**config.mk**
```make
export PLATFORM = sky130hd
export DESIGN_NAME = rft_frame_fifo
export DESIGN_NICKNAME = d
export VERILOG_FILES = /design/src/rtl/rft_frame_fifo.v /design/src/rtl/rft_mem.v /design/src/rtl/rft_crc.v
export VERILOG_INCLUDE_DIRS = /design/src /design/src/rtl
export SDC_FILE = /design/constraint.sdc
export NUM_CORES = 1
export LEC_CHECK = 0
export BUFFER_PORTS_ARGS = -buffer_cell sky130_fd_sc_hd__buf_2
export CELL_PAD_IN_SITES_DETAIL_PLACEMENT = 0
export CELL_PAD_IN_SITES_GLOBAL_PLACEMENT = 1
export CORE_UTILIZATION = 52
export CTS_CLUSTER_DIAMETER = 100
export DETAILED_ROUTE_END_ITERATION = 8
export PLACE_DENSITY_LB_ADDON = 0.25
export SLEW_MARGIN = 20
export SYNTH_ARGS = -nofsm -noshare
export SYNTH_HDL_FRONTEND = slang
export SYNTH_HIERARCHICAL = 1
export SYNTH_SLANG_ARGS = --single-unit
```
**constraint.sdc**
```tcl
create_clock -name pclk -period 3.4 [get_ports pclk]
set_input_delay 0.17 -clock pclk [delete_from_list [all_inputs] [get_ports pclk]]
set_output_delay 0.17 -clock pclk [all_outputs]
set_load 0.005 [all_outputs]
```
**src/rtl/rft_consts.vh**
```
`ifndef RFT_CONSTS_VH
`define RFT_CONSTS_VH

// ==========================================================
// register word indices (byte address = index * 4)
// ==========================================================
`define RFT_IDX_FIFO_STAT 8'h39
`define RFT_IDX_SET       8'h3C
`define RFT_IDX_LEN1      8'h3D
`define RFT_IDX_LEN2      8'h3E
`define RFT_IDX_FIFO      8'h3F
`define RFT_IDX_CMD       8'h40
`define RFT_IDX_IRQ_STAT  8'h41
`define RFT_IDX_IRQ_MASK  8'h42

// ==========================================================
// direct command codes
// ==========================================================
`define RFT_CMD_TX_CRC    8'h90
`define RFT_CMD_TX_NOCRC  8'h91
`define RFT_CMD_QUERY     8'h98
`define RFT_CMD_FIFO_CLR  8'h83

// ==========================================================
// field layouts and reset values
// ==========================================================
`define RFT_SET_CRC5      3
`define RFT_SET_TRCAL     2
`define RFT_SET_SESS_HI   1
`define RFT_SET_SESS_LO   0
`define RFT_SET_WMASK     8'h0F
`define RFT_LEN2_WMASK    8'hFE
`define RFT_LEN2_LOW_HI   7
`define RFT_LEN2_LOW_LO   4
`define RFT_LEN2_BB_HI    3
`define RFT_LEN2_BB_LO    1
`define RFT_IRQ_DONE      0
`define RFT_IRQ_OVF       1
`define RFT_IRQ_WMASK     8'h03
`define RFT_REG_RESET     8'h00
`define RFT_FILL_EMPTY    5'h1F

// ==========================================================
// crc constants
// ==========================================================
`define RFT_CRC16_POLY    16'h1021
`define RFT_CRC16_PRESET  16'hFFFF
`define RFT_CRC5_POLY     5'h09
`define RFT_CRC5_PRESET   5'h09
`define RFT_CRC16_LEN     5'h10
`define RFT_CRC5_LEN      5'h05

`endif

```
**src/rtl/rft_frame_fifo.v**
```verilog
// Our own choice: the APB interface to the registers.
`timescale 1ns/1ps
`include "rft_consts.vh"
// Behaviour
// - query command always sends calibration period
// - force bit adds calibration to plain transmits
// - query session field from settings bits 1:0
// - count bits 11:4 from first length register
// - count bits 3:0 from second register top
// - send only partial-byte bits after full bytes
// - one fifo port, two cyclic 24-byte buffers
// - flag overflow when over 24 bytes loaded
// - five-bit fill count, all ones on empty read
// - transmit-active bit high during transmission
module rft_frame_fifo #(
  parameter BUF_BYTES = 24,
  parameter BIT_DIV   = 8
) (
  input  wire        pclk,
  input  wire        presetn,
  input  wire        en,
  input  wire        psel,
  input  wire        penable,
  input  wire        pwrite,
  input  wire [11:0] paddr,
  input  wire [31:0] pwdata,
  output reg  [31:0] prdata,
  output wire        pready,
  output wire        pslverr,
  output wire        irq,
  output reg         tx_active,
  output reg         tx_bit,
  output reg         tx_bit_strobe,
  output reg         tx_trcal,
  output reg         tx_query,
  output reg  [1:0]  tx_session
);

  // ========================================================
  // sizes and states
  // ========================================================
  localparam [4:0] BUF_CNT  = BUF_BYTES[4:0];          // one buffer
  localparam [5:0] PTR_LAST = {BUF_CNT, 1'b0} - 6'h01; // two buffers
  localparam [7:0] DIV_LAST = BIT_DIV[7:0] - 8'h01;
  localparam [2:0] S_IDLE  = 3'h0;
  localparam [2:0] S_PRE   = 3'h1;
  localparam [2:0] S_LOAD  = 3'h2;
  localparam [2:0] S_LATCH = 3'h3;
  localparam [2:0] S_DATA  = 3'h4;
  localparam [2:0] S_CRC   = 3'h5;
  localparam [2:0] S_DONE  = 3'h6;

  // ========================================================
  // declarations
  // ========================================================
  reg  [7:0]  settings_reg;     // crc type, force, session
  reg  [7:0]  len1_reg;         // full-byte count 11:4
  reg  [7:0]  len2_reg;         // count 3:0, partial bits
  reg  [7:0]  irq_stat_reg;     // sticky events
  reg  [7:0]  irq_mask_reg;     // interrupt enables
  reg  [5:0]  wr_ptr_reg;       // fill side pointer
  reg  [5:0]  rd_ptr_reg;       // drain side pointer
  reg  [4:0]  count_reg;        // unread bytes
  reg         ovf_reg;          // fifo overflow flag
  reg         empty_rd_reg;     // empty fifo was read
  reg  [2:0]  state_reg;        // transmit sequencer
  reg  [7:0]  sh_reg;           // byte being sent
  reg  [14:0] bits_left_reg;    // payload bits to go
  reg  [2:0]  bidx_reg;         // bit within byte
  reg  [4:0]  crc_left_reg;     // crc bits to go
  reg         use_crc_reg;      // frame carries a crc
  reg         crc5_reg;         // crc width of this frame
  reg  [7:0]  div_reg;          // bit rate divider
  wire [7:0]  idx;              // register word index
  wire        acc;              // apb access phase
  wire        wr;               // write access
  wire        rd;               // read access
  wire        mapped;           // index decodes
  wire [7:0]  mem_rdata;        // byte at read pointer
  wire [11:0] tx_full_byte_count;
  wire [2:0]  partial_byte_bit_count;
  wire [14:0] total_bits;       // whole payload in bits
  wire        cmd_wr;           // command register written
  wire        plain_tx;         // 90h or 91h
  wire        query_tx;         // 98h
  wire        start;            // frame begins
  wire        fifo_clr;         // fifo clear command
  wire        push_req;         // host writes fifo port
  wire        push;             // accepted write
  wire        ovf_evt;          // write beyond one buffer
  wire        host_pop;         // host read consumes a byte
  wire        empty_evt;        // host read of empty fifo
  wire        tx_pop;           // sequencer takes a byte
  wire        pop;
  wire        bit_en;           // one pulse per bit time
  wire        done_evt;         // frame finished
  wire        crc_bit;          // crc bit to send
  wire        crc_init;
  wire        crc_calc;
  wire        crc_shift;
  wire [4:0]  fifo_fill_count;
  wire        force_calibration_period;
  wire        crc_width_select;
  wire        session_select_high;
  wire        session_select_low;

  // ========================================================
  // apb slave decode
  // ========================================================
  assign idx     = paddr[9:2];
  assign acc     = psel & penable;
  assign wr      = acc & pwrite;
  assign rd      = acc & ~pwrite;
  assign mapped  = (paddr[11:10] == 2'b00) &&
                   (idx == `RFT_IDX_FIFO_STAT || idx == `RFT_IDX_SET ||
                    idx == `RFT_IDX_LEN1 || idx == `RFT_IDX_LEN2 ||
                    idx == `RFT_IDX_FIFO || idx == `RFT_IDX_CMD ||
                    idx == `RFT_IDX_IRQ_STAT || idx == `RFT_IDX_IRQ_MASK);
  // zero wait states: read data is already registered
  assign pready  = 1'b1;
  assign pslverr = acc & ~mapped;

  // ========================================================
  // field views
  // ========================================================
  assign crc_width_select         = settings_reg[`RFT_SET_CRC5];
  assign force_calibration_period = settings_reg[`RFT_SET_TRCAL];
  assign session_select_high      = settings_reg[`RFT_SET_SESS_HI];
  assign session_select_low       = settings_reg[`RFT_SET_SESS_LO];
  // count built from both length registers
  assign tx_full_byte_count = {len1_reg, len2_reg[`RFT_LEN2_LOW_HI:`RFT_LEN2_LOW_LO]};
  assign partial_byte_bit_count = len2_reg[`RFT_LEN2_BB_HI:`RFT_LEN2_BB_LO];
  assign total_bits = {tx_full_byte_count, 3'b000} + {12'h000, partial_byte_bit_count};

  // ========================================================
  // commands
  // ========================================================
  assign cmd_wr   = wr & (idx == `RFT_IDX_CMD);
  assign plain_tx = (pwdata[7:0] == `RFT_CMD_TX_CRC) | (pwdata[7:0] == `RFT_CMD_TX_NOCRC);
  assign query_tx = (pwdata[7:0] == `RFT_CMD_QUERY);
  // a transmit command during a frame is dropped, not queued
  assign start    = en & cmd_wr & (state_reg == S_IDLE) & (plain_tx | query_tx);
  assign fifo_clr = cmd_wr & (pwdata[7:0] == `RFT_CMD_FIFO_CLR);

  // ========================================================
  // configuration and interrupt registers
  // ========================================================
  always @(posedge pclk or negedge presetn) begin
    if (!presetn) begin
      settings_reg <= `RFT_REG_RESET;
      len1_reg     <= `RFT_REG_RESET;
      len2_reg     <= `RFT_REG_RESET;
      irq_mask_reg <= `RFT_REG_RESET;
      irq_stat_reg <= `RFT_REG_RESET;
    end else if (!en) begin
      // enable low holds everything in reset
      settings_reg <= `RFT_REG_RESET;
      len1_reg     <= `RFT_REG_RESET;
      len2_reg     <= `RFT_REG_RESET;
      irq_mask_reg <= `RFT_REG_RESET;
      irq_stat_reg <= `RFT_REG_RESET;
    end else begin
      if (wr && idx == `RFT_IDX_SET) begin
        // reserved bits stay zero
        settings_reg <= pwdata[7:0] & `RFT_SET_WMASK;
      end
      if (wr && idx == `RFT_IDX_LEN1) begin
        len1_reg <= pwdata[7:0];
      end
      if (wr && idx == `RFT_IDX_LEN2) begin
        len2_reg <= pwdata[7:0] & `RFT_LEN2_WMASK;
      end
      if (wr && idx == `RFT_IDX_IRQ_MASK) begin
        irq_mask_reg <= pwdata[7:0] & `RFT_IRQ_WMASK;
      end
      // write one to clear; a new event wins over the clear
      irq_stat_reg <= ((wr && idx == `RFT_IDX_IRQ_STAT) ? (irq_stat_reg & ~pwdata[7:0]) : irq_stat_reg)
                      | {6'h00, ovf_evt, done_evt};
    end
  end

  assign irq = |(irq_stat_reg & irq_mask_reg);

  // ========================================================
  // fifo bookkeeping
  // ========================================================
  assign push_req  = wr & (idx == `RFT_IDX_FIFO);
  assign push      = push_req & (count_reg < BUF_CNT);
  assign ovf_evt   = en & push_req & ~(count_reg < BUF_CNT);
  // host reads during a frame do not consume, the sequencer owns the read side
  assign host_pop  = rd & (idx == `RFT_IDX_FIFO) & (state_reg == S_IDLE) & (count_reg != 5'h00);
  assign empty_evt = rd & (idx == `RFT_IDX_FIFO) & (count_reg == 5'h00);
  assign tx_pop    = (state_reg == S_LOAD) & (bits_left_reg != 15'h0000) & (count_reg != 5'h00);
  assign pop       = host_pop | tx_pop;
  assign fifo_fill_count = empty_rd_reg ? `RFT_FILL_EMPTY : count_reg;

  // pointers wrap over both buffers, giving the cyclic fill
  always @(posedge pclk or negedge presetn) begin
    if (!presetn) begin
      wr_ptr_reg   <= 6'h00;
      rd_ptr_reg   <= 6'h00;
      count_reg    <= 5'h00;
      ovf_reg      <= 1'b0;
      empty_rd_reg <= 1'b0;
    end else if (!en || fifo_clr) begin
      wr_ptr_reg   <= 6'h00;
      rd_ptr_reg   <= 6'h00;
      count_reg    <= 5'h00;
      ovf_reg      <= 1'b0;
      empty_rd_reg <= 1'b0;
    end else begin
      if (push) begin
        wr_ptr_reg <= (wr_ptr_reg == PTR_LAST) ? 6'h00 : wr_ptr_reg + 6'h01;
      end
      if (pop) begin
        rd_ptr_reg <= (rd_ptr_reg == PTR_LAST) ? 6'h00 : rd_ptr_reg + 6'h01;
      end
      if (push && !pop) begin
        count_reg <= count_reg + 5'h01;
      end else if (pop && !push) begin
        count_reg <= count_reg - 5'h01;
      end
      if (ovf_evt) begin
        ovf_reg <= 1'b1;
      end
      // empty-read marker lasts until new data arrive
      if (empty_evt) begin
        empty_rd_reg <= 1'b1;
      end else if (push) begin
        empty_rd_reg <= 1'b0;
      end
    end
  end

  rft_mem #(
    .WIDTH (8),
    .DEPTH (2 * BUF_BYTES),
    .AW    (6)
  ) u_mem (
    .pclk    (pclk),
    .presetn (presetn),
    .wr_en   (push & en & ~fifo_clr),
    .wr_addr (wr_ptr_reg),
    .wr_data (pwdata[7:0]),
    .rd_addr (rd_ptr_reg),
    .rd_data (mem_rdata)
  );

  // ========================================================
  // read mux
  // ========================================================
  always @* begin
    prdata = 32'h00000000;
    case (idx)
      `RFT_IDX_FIFO_STAT: prdata[7:0] = {tx_active, 1'b0, ovf_reg, fifo_fill_count};
      `RFT_IDX_SET:       prdata[7:0] = settings_reg;
      `RFT_IDX_LEN1:      prdata[7:0] = len1_reg;
      `RFT_IDX_LEN2:      prdata[7:0] = len2_reg;
      `RFT_IDX_FIFO:      prdata[7:0] = mem_rdata;
      `RFT_IDX_IRQ_STAT:  prdata[7:0] = irq_stat_reg;
      `RFT_IDX_IRQ_MASK:  prdata[7:0] = irq_mask_reg;
      default:            prdata = 32'h00000000;
    endcase
  end

  // ========================================================
  // bit rate divider
  // ========================================================
  assign bit_en = (div_reg == DIV_LAST);

  // restarts with each frame so the first bit is a full period
  always @(posedge pclk or negedge presetn) begin
    if (!presetn) begin
      div_reg <= 8'h00;
    end else if (!en || start || bit_en) begin
      div_reg <= 8'h00;
    end else begin
      div_reg <= div_reg + 8'h01;
    end
  end

  // ========================================================
  // crc generator
  // ========================================================
  assign crc_init  = start;
  assign crc_calc  = (state_reg == S_DATA) & bit_en;
  assign crc_shift = (state_reg == S_CRC) & bit_en;

  rft_crc u_crc (
    .pclk    (pclk),
    .presetn (presetn),
    .init    (crc_init),
    .crc5    (start ? crc_width_select : crc5_reg),
    .calc    (crc_calc),
    .shift   (crc_shift),
    .din     (sh_reg[7]),
    .crc_bit (crc_bit)
  );

  assign done_evt = en & (state_reg == S_DONE);

  // ========================================================
  // transmit sequencer
  // ========================================================
  always @(posedge pclk or negedge presetn) begin
    if (!presetn) begin
      state_reg     <= S_IDLE;
      sh_reg        <= 8'h00;
      bits_left_reg <= 15'h0000;
      bidx_reg      <= 3'h0;
      crc_left_reg  <= 5'h00;
      use_crc_reg   <= 1'b0;
      crc5_reg      <= 1'b0;
      tx_active     <= 1'b0;
      tx_bit        <= 1'b0;
      tx_bit_strobe <= 1'b0;
      tx_trcal      <= 1'b0;
      tx_query      <= 1'b0;
      tx_session    <= 2'b00;
    end else if (!en) begin
      state_reg     <= S_IDLE;
      tx_active     <= 1'b0;
      tx_bit_strobe <= 1'b0;
      tx_trcal      <= 1'b0;
      tx_query      <= 1'b0;
    end else begin
      tx_bit_strobe <= 1'b0;
      case (state_reg)
        S_IDLE: begin
          if (start) begin
            bits_left_reg <= total_bits;
            bidx_reg      <= 3'h0;
            use_crc_reg   <= (pwdata[7:0] != `RFT_CMD_TX_NOCRC);
            crc5_reg      <= crc_width_select;
            crc_left_reg  <= crc_width_select ? `RFT_CRC5_LEN : `RFT_CRC16_LEN;
            tx_active     <= 1'b1;
            tx_query      <= query_tx;
            if (query_tx) begin
              tx_session <= {session_select_high, session_select_low};
            end
            // query always, plain transmits only when forced
            if (query_tx || force_calibration_period) begin
              tx_trcal  <= 1'b1;
              state_reg <= S_PRE;
            end else begin
              state_reg <= S_LOAD;
            end
          end
        end
        S_PRE: begin
          // calibration period lasts one bit time
          if (bit_en) begin
            tx_trcal  <= 1'b0;
            state_reg <= S_LOAD;
          end
        end
        S_LOAD: begin
          if (bits_left_reg == 15'h0000) begin
            state_reg <= use_crc_reg ? S_CRC : S_DONE;
          end else if (count_reg != 5'h00) begin
            state_reg <= S_LATCH;
          end
          // an empty fifo stalls here until the host refills it
        end
        S_LATCH: begin
          sh_reg    <= mem_rdata;
          state_reg <= S_DATA;
        end
        S_DATA: begin
          if (bit_en) begin
            tx_bit        <= sh_reg[7];
            tx_bit_strobe <= 1'b1;
            sh_reg        <= {sh_reg[6:0], 1'b0};
            bits_left_reg <= bits_left_reg - 15'h0001;
            bidx_reg      <= bidx_reg + 3'h1;
            // stopping on the bit count trims the last byte
            if (bits_left_reg == 15'h0001) begin
              state_reg <= use_crc_reg ? S_CRC : S_DONE;
            end else if (bidx_reg == 3'h7) begin
              state_reg <= S_LOAD;
            end
          end
        end
        S_CRC: begin
          if (bit_en) begin
            tx_bit        <= crc_bit;
            tx_bit_strobe <= 1'b1;
            crc_left_reg  <= crc_left_reg - 5'h01;
            if (crc_left_reg == 5'h01) begin
              state_reg <= S_DONE;
            end
          end
        end
        S_DONE: begin
          tx_active <= 1'b0;
          tx_query  <= 1'b0;
          state_reg <= S_IDLE;
        end
        default: begin
          state_reg <= S_IDLE;
        end
      endcase
    end
  end

endmodule

```
**src/rtl/rft_mem.v**
```verilog
`timescale 1ns/1ps
// ==========================================================
// byte store for the two cyclic buffers
// ==========================================================
module rft_mem #(
  parameter WIDTH = 8,
  parameter DEPTH = 48,
  parameter AW    = 6
) (
  input  wire             pclk,
  input  wire             presetn,
  input  wire             wr_en,
  input  wire [AW-1:0]    wr_addr,
  input  wire [WIDTH-1:0] wr_data,
  input  wire [AW-1:0]    rd_addr,
  output reg  [WIDTH-1:0] rd_data
);

  reg [WIDTH-1:0] mem [0:DEPTH-1];  // storage, no reset needed

  // write port
  always @(posedge pclk) begin
    if (wr_en) begin
      mem[wr_addr] <= wr_data;
    end
  end

  // registered read, follows the address one cycle late
  always @(posedge pclk or negedge presetn) begin
    if (!presetn) begin
      rd_data <= {WIDTH{1'b0}};
    end else begin
      rd_data <= mem[rd_addr];
    end
  end

endmodule

```
**src/rtl/rft_crc.v**
```verilog
`timescale 1ns/1ps
`include "rft_consts.vh"
// ==========================================================
// serial crc-16 / crc-5 generator
// ==========================================================
module rft_crc (
  input  wire pclk,
  input  wire presetn,
  input  wire init,
  input  wire crc5,
  input  wire calc,
  input  wire shift,
  input  wire din,
  output wire crc_bit
);

  reg  [15:0] crc_reg;   // crc-5 lives in bits 4:0
  reg  [15:0] crc_next;
  wire        fb16;      // crc-16 feedback
  wire        fb5;       // crc-5 feedback

  assign fb16 = crc_reg[15] ^ din;
  assign fb5  = crc_reg[4] ^ din;
  // crc-16 leaves inverted, crc-5 leaves as it is
  assign crc_bit = crc5 ? crc_reg[4] : ~crc_reg[15];

  // next value
  always @* begin
    crc_next = crc_reg;
    if (init) begin
      crc_next = crc5 ? {11'h000, `RFT_CRC5_PRESET} : `RFT_CRC16_PRESET;
    end else if (calc && crc5) begin
      crc_next = {11'h000, crc_reg[3:0], 1'b0} ^ {11'h000, (fb5 ? `RFT_CRC5_POLY : 5'h00)};
    end else if (calc) begin
      crc_next = {crc_reg[14:0], 1'b0} ^ (fb16 ? `RFT_CRC16_POLY : 16'h0000);
    end else if (shift) begin
      crc_next = {crc_reg[14:0], 1'b0};
    end
  end

  // state
  always @(posedge pclk or negedge presetn) begin
    if (!presetn) begin
      crc_reg <= `RFT_CRC16_PRESET;
    end else begin
      crc_reg <= crc_next;
    end
  end

endmodule

```
### Word-level counts from Yosys, hierarchy flattened

Memory sizes are Yosys's and may differ from the RTL's. A register that Yosys moved wholly into a read port is not among the register bits.
Index checks and enable logic that the tools add are counted.
Widths: inputs -> output; s select.

| operators by class | value |
|---|---|
| add/subtract/negate cells | 9 |
| magnitude comparators | 1 |
| equal/unequal tests | 42 |
| multiplexer cells | 80 |
| bitwise logic cells | 40 |
| reduce and logical (&&, ||, !) cells | 52 |

Operators by type and width:

| cell | number |
|---|---|
| $mux 8 | 12 |
| $mux 16 | 5 |
| $pmux 8 s7 | 1 |
| $eq 8x6->1 const B | 5 |
| $mux 3 | 12 |
| $mux 6 | 6 |
| $mux 5 | 7 |
| $eq 8x8->1 const B | 4 |
| $mux 15 | 2 |
| $pmux 15 s2 | 1 |
| $and 1x1->1 | 24 |
| $eq 8x7->1 const B | 3 |
| $mux 1 | 22 |
| $reduce_and 4->1 | 5 |
| $pmux 3 s6 | 1 |
| $and 8x8->8 | 2 |
| $pmux 8 s2 | 1 |
| $xor 16x16->16 | 1 |
| $add 15x3->15 | 1 |
| $eq 15x1->1 const B | 1 |
| $logic_not 15->1 | 1 |
| $reduce_bool 15->1 | 1 |
| $sub 15x1->15 const B | 1 |
| $reduce_bool 2->1 | 7 |
| other kinds (45) | 98 |

| storage, ports and cells | value |
|---|---|
| bits in registers | 126 |
| memory bits (writable) | 384 |
| output and inout port bits | 42 |
| word-level logic and storage cells | 250 |
| memories kept | 1 |

Memories:

| name | depth | width | read ports | clocked after Yosys merged registers in | write ports | RTL line | RTL |
|---|---|---|---|---|---|---|---|
| u_mem.mem | 48 | 8 | 1 | 1 | 1 | rft_mem.v:19 | `reg [WIDTH-1:0] mem [0:DEPTH-1];` |

### Longest topological paths before layout

Gate-level depths: netlist of the first run.

| logic depth | value |
|---|---|
| word-level depth | 11 |
| depth in mapped cells | 13 |
| gate-level depth less buffers | 13 |

### Hierarchy

Netlist of the first run, hierarchy kept.

By module, submodules not included:

| module | times used | cells an instance | area each (um^2) | seq. area each (um^2) |
|---|---|---|---|---|
| rft_mem | 1 | 793 | 15381.0 | 11731.3 |
| rft_frame_fifo | 1 | 668 | 5905.7 | 2477.4 |
| rft_crc | 1 | 84 | 915.9 | 420.4 |

### Worst setup path after synthesis of the first run

Ideal clock, no wire load.

| timing | value |
|---|---|
| path type | flip-flop to flip-flop |
| from | register bits_left_reg[0] |
| to | register count_reg[4] |
| setup time | 79 ps |
| arrival | 2704 ps |
| data required time | 3321 ps |
| setup slack | 617 ps |
| stages on the path, launching flop included | 13 |
| path buffers | 0 |
| period minus slack after synthesis | 2783 ps |
| cells stage by stage | dfrtp_1 > inv_1 > ha_1 > nor3b_1 > and4_2 > o21ai_4 > nand2_4 > nand2_1 > fa_1 > a21o_1 > a21oi_1 > mux2i_1 > mux2i_1 |

| between the ends | value |
|---|---|
| word-level cells in the longest chain between the ends | 8 |

RTL lines:

| element | RTL line | RTL |
|---|---|---|
| from (decl) | rft_frame_fifo.v:68 | `reg [14:0] bits_left_reg;` |
| from (signal assigned) | rft_frame_fifo.v:331 | `bits_left_reg <= total_bits;` |
| from (signal assigned) | rft_frame_fifo.v:374 | `bits_left_reg <= bits_left_reg - 15'h0001;` |
| $reduce_bool 15->1 * | rft_frame_fifo.v:193 | `assign tx_pop = (state_reg == S_LOAD) & (bits_left_reg != 15'h0000) & (count_reg != 5'h00);` |
| $and 1x1->1 * (2 in series) | rft_frame_fifo.v:193 |  |
| $or 1x1->1 * | rft_frame_fifo.v:194 | `assign pop = host_pop \| tx_pop;` |
| $logic_not 1->1 | rft_frame_fifo.v:218 | `if (push && !pop) begin` |
| $logic_and 1x1->1 | rft_frame_fifo.v:218 |  |
| $mux 5 | rft_frame_fifo.v:218 |  |
| $mux 5 | rft_frame_fifo.v:205 | `end else if (!en \|\| fifo_clr) begin` |
| to (signal assigned) | rft_frame_fifo.v:219 | `count_reg <= count_reg + 5'h01;` |
| to (signal assigned) | rft_frame_fifo.v:221 | `count_reg <= count_reg - 5'h01;` |
| to (decl) | rft_frame_fifo.v:63 | `reg [4:0] count_reg;` |

Every way passes the cells marked *; elsewhere a longest branch is shown, timed or not.
A chain may end at the register's enable or synchronous reset.

### Final worst setup path of the first run

Same ends and word-level chain as after synthesis.

==> results of run 1 <==
-- worst paths after layout --
kind                       cells after the start                          from                            to  slack [ps]
setup / recovery                              12  bits_left_reg[0]$_DFFE_PN0P_      count_reg[4]$_DFFE_PN0P_         260
max in group asynchronous                      3                       presetn  u_crc/crc_reg[1]$_DFFE_PN1P_        2260
hold reg to reg                                2       bidx_reg[2]$_DFFE_PN0P_       bidx_reg[2]$_DFFE_PN0P_         470
min in group asynchronous                      2                       presetn          div_reg[1]$_DFF_PN0_         230
hold / removal                                 2                     pwdata[0]    u_mem/mem[39][0]$_DFFE_PP_          50
setup reg to reg                              12  bits_left_reg[0]$_DFFE_PN0P_      count_reg[4]$_DFFE_PN0P_         260
-- power groups by stage --
stage | logic, mW | clock network, mW | registers, mW
3_5_place_dp | 2.43 | 0 | 7.20
2_1_floorplan | 1.98 | 0 | 7.04
3_3_place_gp | 2.40 | 0 | 7.20
4_1_cts | 2.45 | 5.66 | 7.08
5_1_grt | 2.64 | 5.91 | 7.10
6_report | 2.44 | 5.55 | 7.07
-- cells in the final DEF, fill, tap and decap left out, types with 7 or more instances in the layout --
cell type,count
nand2_1,104
clkbuf_1,11
a22oi_1,41
clkinv_1,8
nor4_1,7
ha_1,13
o21ai_0,37
a22o_1,19
nor2b_1,19
dfstp_2,16
clkbuf_8,7
clkbuf_16,53
and3_1,7
nor3b_1,8
nor3_1,27
a31oi_1,14
buf_2,39
o22ai_1,19
mux4_2,41
a221oi_1,18
dfrtp_1,106
mux2i_1,168
xor2_1,11
buf_4,95
clkinv_2,13
o41ai_2,8
nand2b_1,13
a21oi_1,70
or3_1,7
nor2_1,129
conb_1,25
edfxtp_1,384
nand3_1,32
inv_1,12
-- logic make-up after synthesis --
family | Yosys count
and+or+nand+nor | 403
buffers and inverters | 119
xor gates and xnor gates | 14
DFF | 507
other | 2
adders and majority gates | 14
muxes | 213
AOI/OAI and AO/OA | 273
-- layer usage --
layer | up-vias | part of all wire (%)
li1 | 6129 | -
met1 | 6808 | 43
met2 | 435 | 48
met3 | 84 | 6.7
met4 | 0 | 2.7
met5 | - | 0
-- cell type report --
class	count	share of cell area [%]
Timing Repair Buffer	141	4.07
Clock buffer	71	5.85
Tap cell	539	2.70
Clock inverter	26	0.865
Antenna cell	1	0.0100
Multi-Input combinational cell	942	27.8
Sequential cell	507	58.5
Inverter	14	0.230
-- through the flow --
step | utilization (%) | hold WS (ps)
floorplan | - | -126
global placement | 55.4 | 353
detailed placement | 55.4 | 361
CTS | 59.5 | 24.2
global route | 59.5 | 57.5
finish | 59.5 | 51.2
==> reports/results.txt, run 1 <==
Setup Viol. Count Final - 0
Number of global-route vias before repair - 13.1k
Die ar. - 43500 sq um
GRT busiest layer - met2
Initial core utilization - 52.8%
Max Freq - 319 MHz
Fillers - 3191
Post-CTS Resized - 0
Max Cap Violations - 0
Outcome - finished, final reports clean
Crit-path leading delay family - simple AND/OR/NAND/NOR gates
Simple-gate share of the synthesized area - 8.96%
Initial DRC Count - 1108
CTS H-tree lvls - 2
Setup ws final - 264 ps
Top cells by area, synth - edfxtp_1 (52%), dfrtp_1 (12%), mux2i_1 (7.6%)
Internal power - 11.1 mW
Crit-path cells - inv_1 > ha_1 > nor3b_1 > and4_2 > o21ai_4 > nand2_4 > nand2_1 > fa_1 > a21o_1 > a21oi_1 > mux2i_1 > mux2i_1
GR Overflow Total - 0
Core area - 42000 sq um
Primary FF master, synth - edfxtp_1
P&R area growth vs syn - 12.7%
Critical Path Start Type - flip-flop
Worst VDD drop - 0.583 mV
Clock sink count - 507
Placed Area - 23300 sq um
Detailed Route WL - 52000 um
Worst setup EP type - flip-flop
Clk network pwr share - 36.8%
Post-synthesis sequential area ratio - 65.9%
Multiplexer share of the synthesized area - 11.9%
Syn. warnings - 6
Total Routing Usage GR - 24.4%
IO Count - 92
Flip-flop and latch area - 14600 sq um
Post-Syn Area - 22200 sq um
Post-synthesis compound-gate area fraction - 8.59%
Buf/Inv on CP - 1
Maximum number of pins on one net before global-route repair - 66
Wire length per cell - 23.2 um
Top-count cell post-synth - edfxtp_1
Met3 Resource Use GR - 4.63%
Largest family of logic cells by synthesized area - multiplexers
Top cell type's share of synthesized area - 51.9%
Non-Filler Instances - 2241
Reg power frac - 46.9%
Slowest stage delay, CP - 450 ps
Met1 usage - 34.5%
Area leader, netlist - edfxtp_1
Leakage power - 8.68 nW
TritonCTS clock tree - done
Die H - 209 um
Slowest-stage cell, CP - fa_1
Crit Path Category - flip-flop to flip-flop
Worst-Skew Late Latency - 610 ps
Crit path DAT - 3670 ps
Critical path fanouts, max - 9
Cts bufs inserted - 53
Crit path time final - 3140 ps
Max transition margin - 37.2%
Post-cts hold buffer count - 3
FP Rows - 75
Number of flops mapped to enable cells by yosys - 384
Final setup TNS - 0 ps
Postcts setup bufs - 0
Synth Area in Adders - 0.823%
Inst Count DP - 2140
Netlist cell types - 85
Port bufs - 40
PwrDens - 602 nW/um^2
Sw frac - 26.2%
Final net count - 1723
PnR Total Power - 15.1 mW
Worst hold path type - input port to flip-flop
Cell area after layout - 25000 sq um
Syn_area_per_cell - 14.4 sq um
Sw Pwr - 3.95 mW
Max Root-Sink Buffers - 3
Clock root cell - clkbuf_16
XOR/XNOR Fraction of Synth Area - 0.552%
Met2 Usage GRT - 38.6%
Max FFs per register - 384
Area of the multi-input gates - 6950 sq um
RSZ-0062 raised after global routing - false
Antenna violations before repair - 0
Comb pwr share - 16.2%
Post-Syn Instances - 1545
Synthesized flop and latch total - 507
Final antenna-violating net count - 0
Share of cells above drive strength 1 - 18.8%
Place WS - 277 ps
Setup Skew - 26.6 ps
Worst slew pin tran - 942 ps
Residual DRC - 0
Hold Fails Final Rpt - 0
Detailed placement HPWL - 32900 um
Pins Over Slew Limit - 0
Top post-synthesis cells by count - edfxtp_1 (384), mux2i_1 (168), nor2_1 (130), dfrtp_1 (107), nand2_1 (104)
Vias - 13.5k
Die span in x - 209 um
Post-synth ARST share - 24.3%
DR vias/cell - 6.00
CP required - 3930 ps
Tcrit/Tclk final - 92.2%
TritonRoute pass-1 iters - 7
First-pass GRT wire length - 79600 um
Gpl congestion - 0.909
Most Frequent Cell on Critical Path - mux2i_1
Clk pin slew, worst setup/hold paths - 60 ps
Power figures use the tool's default switching activity.
==> inputs of run 2 (changes only) <==
CELL_PAD_IN_SITES_DETAIL_PLACEMENT = unset   (was 0)
CELL_PAD_IN_SITES_GLOBAL_PLACEMENT = unset   (was 1)
CORE_UTILIZATION = 55   (was 52)
==> reports/results.txt, run 2 (synthesis results as in run 1) <==
Critical Path Start Type - flip-flop
Reg power frac - 47.8% (+0.9 points)
Initial DRC Count - 1125 (+1.5%)
Commonest non-fill, non-tap cell in the layout - edfxtp_1
Met2 WL post-DR - 24000 um (-3.0%)
Die span in x - 203 um (-2.7%)
Final setup TNS - 0 ps (unchanged)
Hold Fails Final Rpt - 0 (unchanged)
Placed Area - 23200 sq um (-0.29%)
End of the worst hold path - use_crc_reg$_DFFE_PN0P_
Setup Viol. Count Final - 0 (unchanged)
Hold path start - pwdata[3]
Clk pin slew, worst setup/hold paths - 60 ps (about the same)
Core area - 39700 sq um (-5.5%)
Residual DRC - 0 (unchanged)
DR vias/cell - 6.01 (+0.14%)
Die ar. - 41200 sq um (-5.4%)
Total Routing Usage GR - 24.6% (+0.25 points)
Worst-Skew Late Latency - 600 ps (about the same)
Flip-flop and latch area - 14600 sq um (unchanged)
TritonCTS clock tree - done
Antenna violations before repair - 0 (unchanged)
CP startpoint - bits_left_reg[0]$_DFFE_PN0P_
Max FFs per register - 384 (unchanged)
Outcome - finished, final reports clean
First-pass GRT wire length - 76200 um (-4.2%)
TritonRoute pass-1 iters - 5 (-2)
Final antenna-violating net count - 0 (unchanged)
IO Count - 92 (unchanged)
Die H - 203 um (-2.7%)
Internal power - 11.0 mW (-1.4%)
Worst setup EP type - flip-flop
Tcrit/Tclk final - 90.9% (-1.3 points)
Max Freq - 324 MHz (+1.5%)
Final net count - 1714 (-0.52%)
Wire length per cell - 22.4 um (-3.4%)
WL met1 - 21300 um (-5.0%)
FF-to-FF End - count_reg[4]$_DFFE_PN0P_
Leakage power - 8.57 nW (-1.2%)
Pins Over Slew Limit - 0 (unchanged)
Number of global-route vias before repair - 13.0k (-0.48%)
PwrDens - 596 nW/um^2 (-1.0%)
Hold Crit Depth - 3 (+1)
Worst slew pin tran - 897 ps (-44.1 ps)
Cts bufs inserted - 51 (-3.8%)
Detailed placement HPWL - 31900 um (-3.2%)
GR Overflow Total - 0 (unchanged)
Post-CTS Resized - 0 (unchanged)
Max transition margin - 39.8% (+2.6 points)
Clk network pwr share - 35.7% (-1.1 points)
Diode count - 0 (-1)
Place WS - 334 ps (+57.4 ps)
Non-Filler Instances - 2212 (-1.3%)
Crit path time final - 3090 ps (-45.7 ps)
Reg2reg start - bits_left_reg[0]$_DFFE_PN0P_
FP Rows - 73 (-2.7%)
Commonest cells after routing, fill and taps aside - edfxtp_1 (384), mux2i_1 (168), nor2_1 (129)
Worst VDD drop - 0.639 mV (+9.5%)
Crit path DAT - 3610 ps (-60 ps)
CTS H-tree lvls - 2 (unchanged)
RSZ-0062 raised after global routing - false
Setup ws final - 309 ps (+45.7 ps)
Setup Skew - 17.3 ps (-9.34 ps)
Sw frac - 26.0% (-0.19 points)
Cell area after layout - 24800 sq um (-0.70%)
P&R area growth vs syn - 11.9%
Max Cap Violations - 0 (unchanged)
Gpl congestion - 0.878 (-3.4%)
Port bufs - 40 (unchanged)
Detailed Route WL - 49600 um (-4.6%)
Routed wl met3 - 2910 um (-16%)
Highest metal used - met4
Fillers - 2917 (-8.6%)
Worst hold path type - input port to flip-flop
Comb pwr share - 16.5% (+0.3 points)
Initial core utilization - 55.9% (+3.1 points)
Area of the multi-input gates - 6950 sq um (unchanged)
Clock sink count - 507 (unchanged)
Reg2reg path depth - 12 (unchanged)
Critical path fanouts, max - 9 (unchanged)
Maximum number of pins on one net before global-route repair - 72 (+9.1%)
Max Root-Sink Buffers - 3 (unchanged)
Vias - 13.3k (-1.2%)
Sw Pwr - 3.85 mW (-2.4%)
Reg2Reg Setup Slack - 310 ps (+50 ps)
Share of cells above drive strength 1 - 17.6% (-1.1 points)
Clock root cell - clkbuf_16
Crit Path Category - flip-flop to flip-flop
CP required - 3920 ps (about the same)
Inst Count DP - 2116 (-1.1%)
==> run 2: cell count changes in the layout (fill, tap and decap cells not counted), moves of 4 or more <==
cell / delta
inv_6: +4
clkbuf_8: -6
clkinv_2: -6
buf_4: -12
clkbuf_1: +8
==> run 2: worst max-delay path, cell delays in order, from the launching register on <==
cell and delay [ps]:
dfrtp_1 410, inv_1 100, ha_1 200, nor3b_1 290
and4_2 370, o21ai_4 120, nand2_4 120, nand2_1 160
fa_1 450, a21o_1 200, a21oi_1 170, mux2i_1 240
mux2i_1 190
==> run 2: worst max-delay path by stage <==
stage                               end  depth (start not counted)
2_1_floorplan  count_reg[4]$_DFFE_PN0P_                         12
3_3_place_gp   count_reg[4]$_DFFE_PN0P_                         12
3_5_place_dp   count_reg[4]$_DFFE_PN0P_                         12
4_1_cts        count_reg[4]$_DFFE_PN0P_                         12
5_1_grt        count_reg[4]$_DFFE_PN0P_                         12
6_report       count_reg[4]$_DFFE_PN0P_                         12
==> run 2: repair_timing <==
action | in CTS | in global routing
hold buffers | 6 | 0
endpoints found under the hold margin | 54 | 0
buffers inserted | 0 | 0
==> run 2: routing by layer <==
| layer | track usage [%] | vias to the layer above |
|---|---|---|
| met5 | 0 | - |
| met4 | 8.92 | 0 |
| met3 | 3.79 | 80 |
| met2 | 39.5 | 394 |
| met1 | 34.3 | 6719 |
| li1 | - | 6108 |
==> run 2: power groups by stage <==
| stage | registers (mW) | clock network [mW] | logic (mW) |
|---|---|---|---|
| 2_1_floorplan | 7.04 | 0 | 1.98 |
| 3_5_place_dp | 7.20 | 0 | 2.43 |
| 3_3_place_gp | 7.20 | 0 | 2.39 |
| 4_1_cts | 7.08 | 5.36 | 2.45 |
| 6_report | 7.08 | 5.29 | 2.45 |
| 5_1_grt | 7.10 | 5.59 | 2.62 |
==> run 2: cell type report <==
class | count | share of cell area (%)
repair buffers | 134 | 4.02
well taps | 525 | 2.64
clock buffers | 71 | 5.48
flip-flops and latches | 507 | 58.9
multi-input cells | 942 | 28.0
clock inverters | 19 | 0.740
inverters | 14 | 0.232
==> run 2: through the flow <==
step	power, mW	utilization, %	hold WS, ps
floorplan	9.01	-	-126
global placement	9.59	58.5	266
detailed placement	9.64	58.5	266
CTS	14.9	62.5	36.2
global route	15.3	62.5	80.9
finish	14.8	62.5	58.2
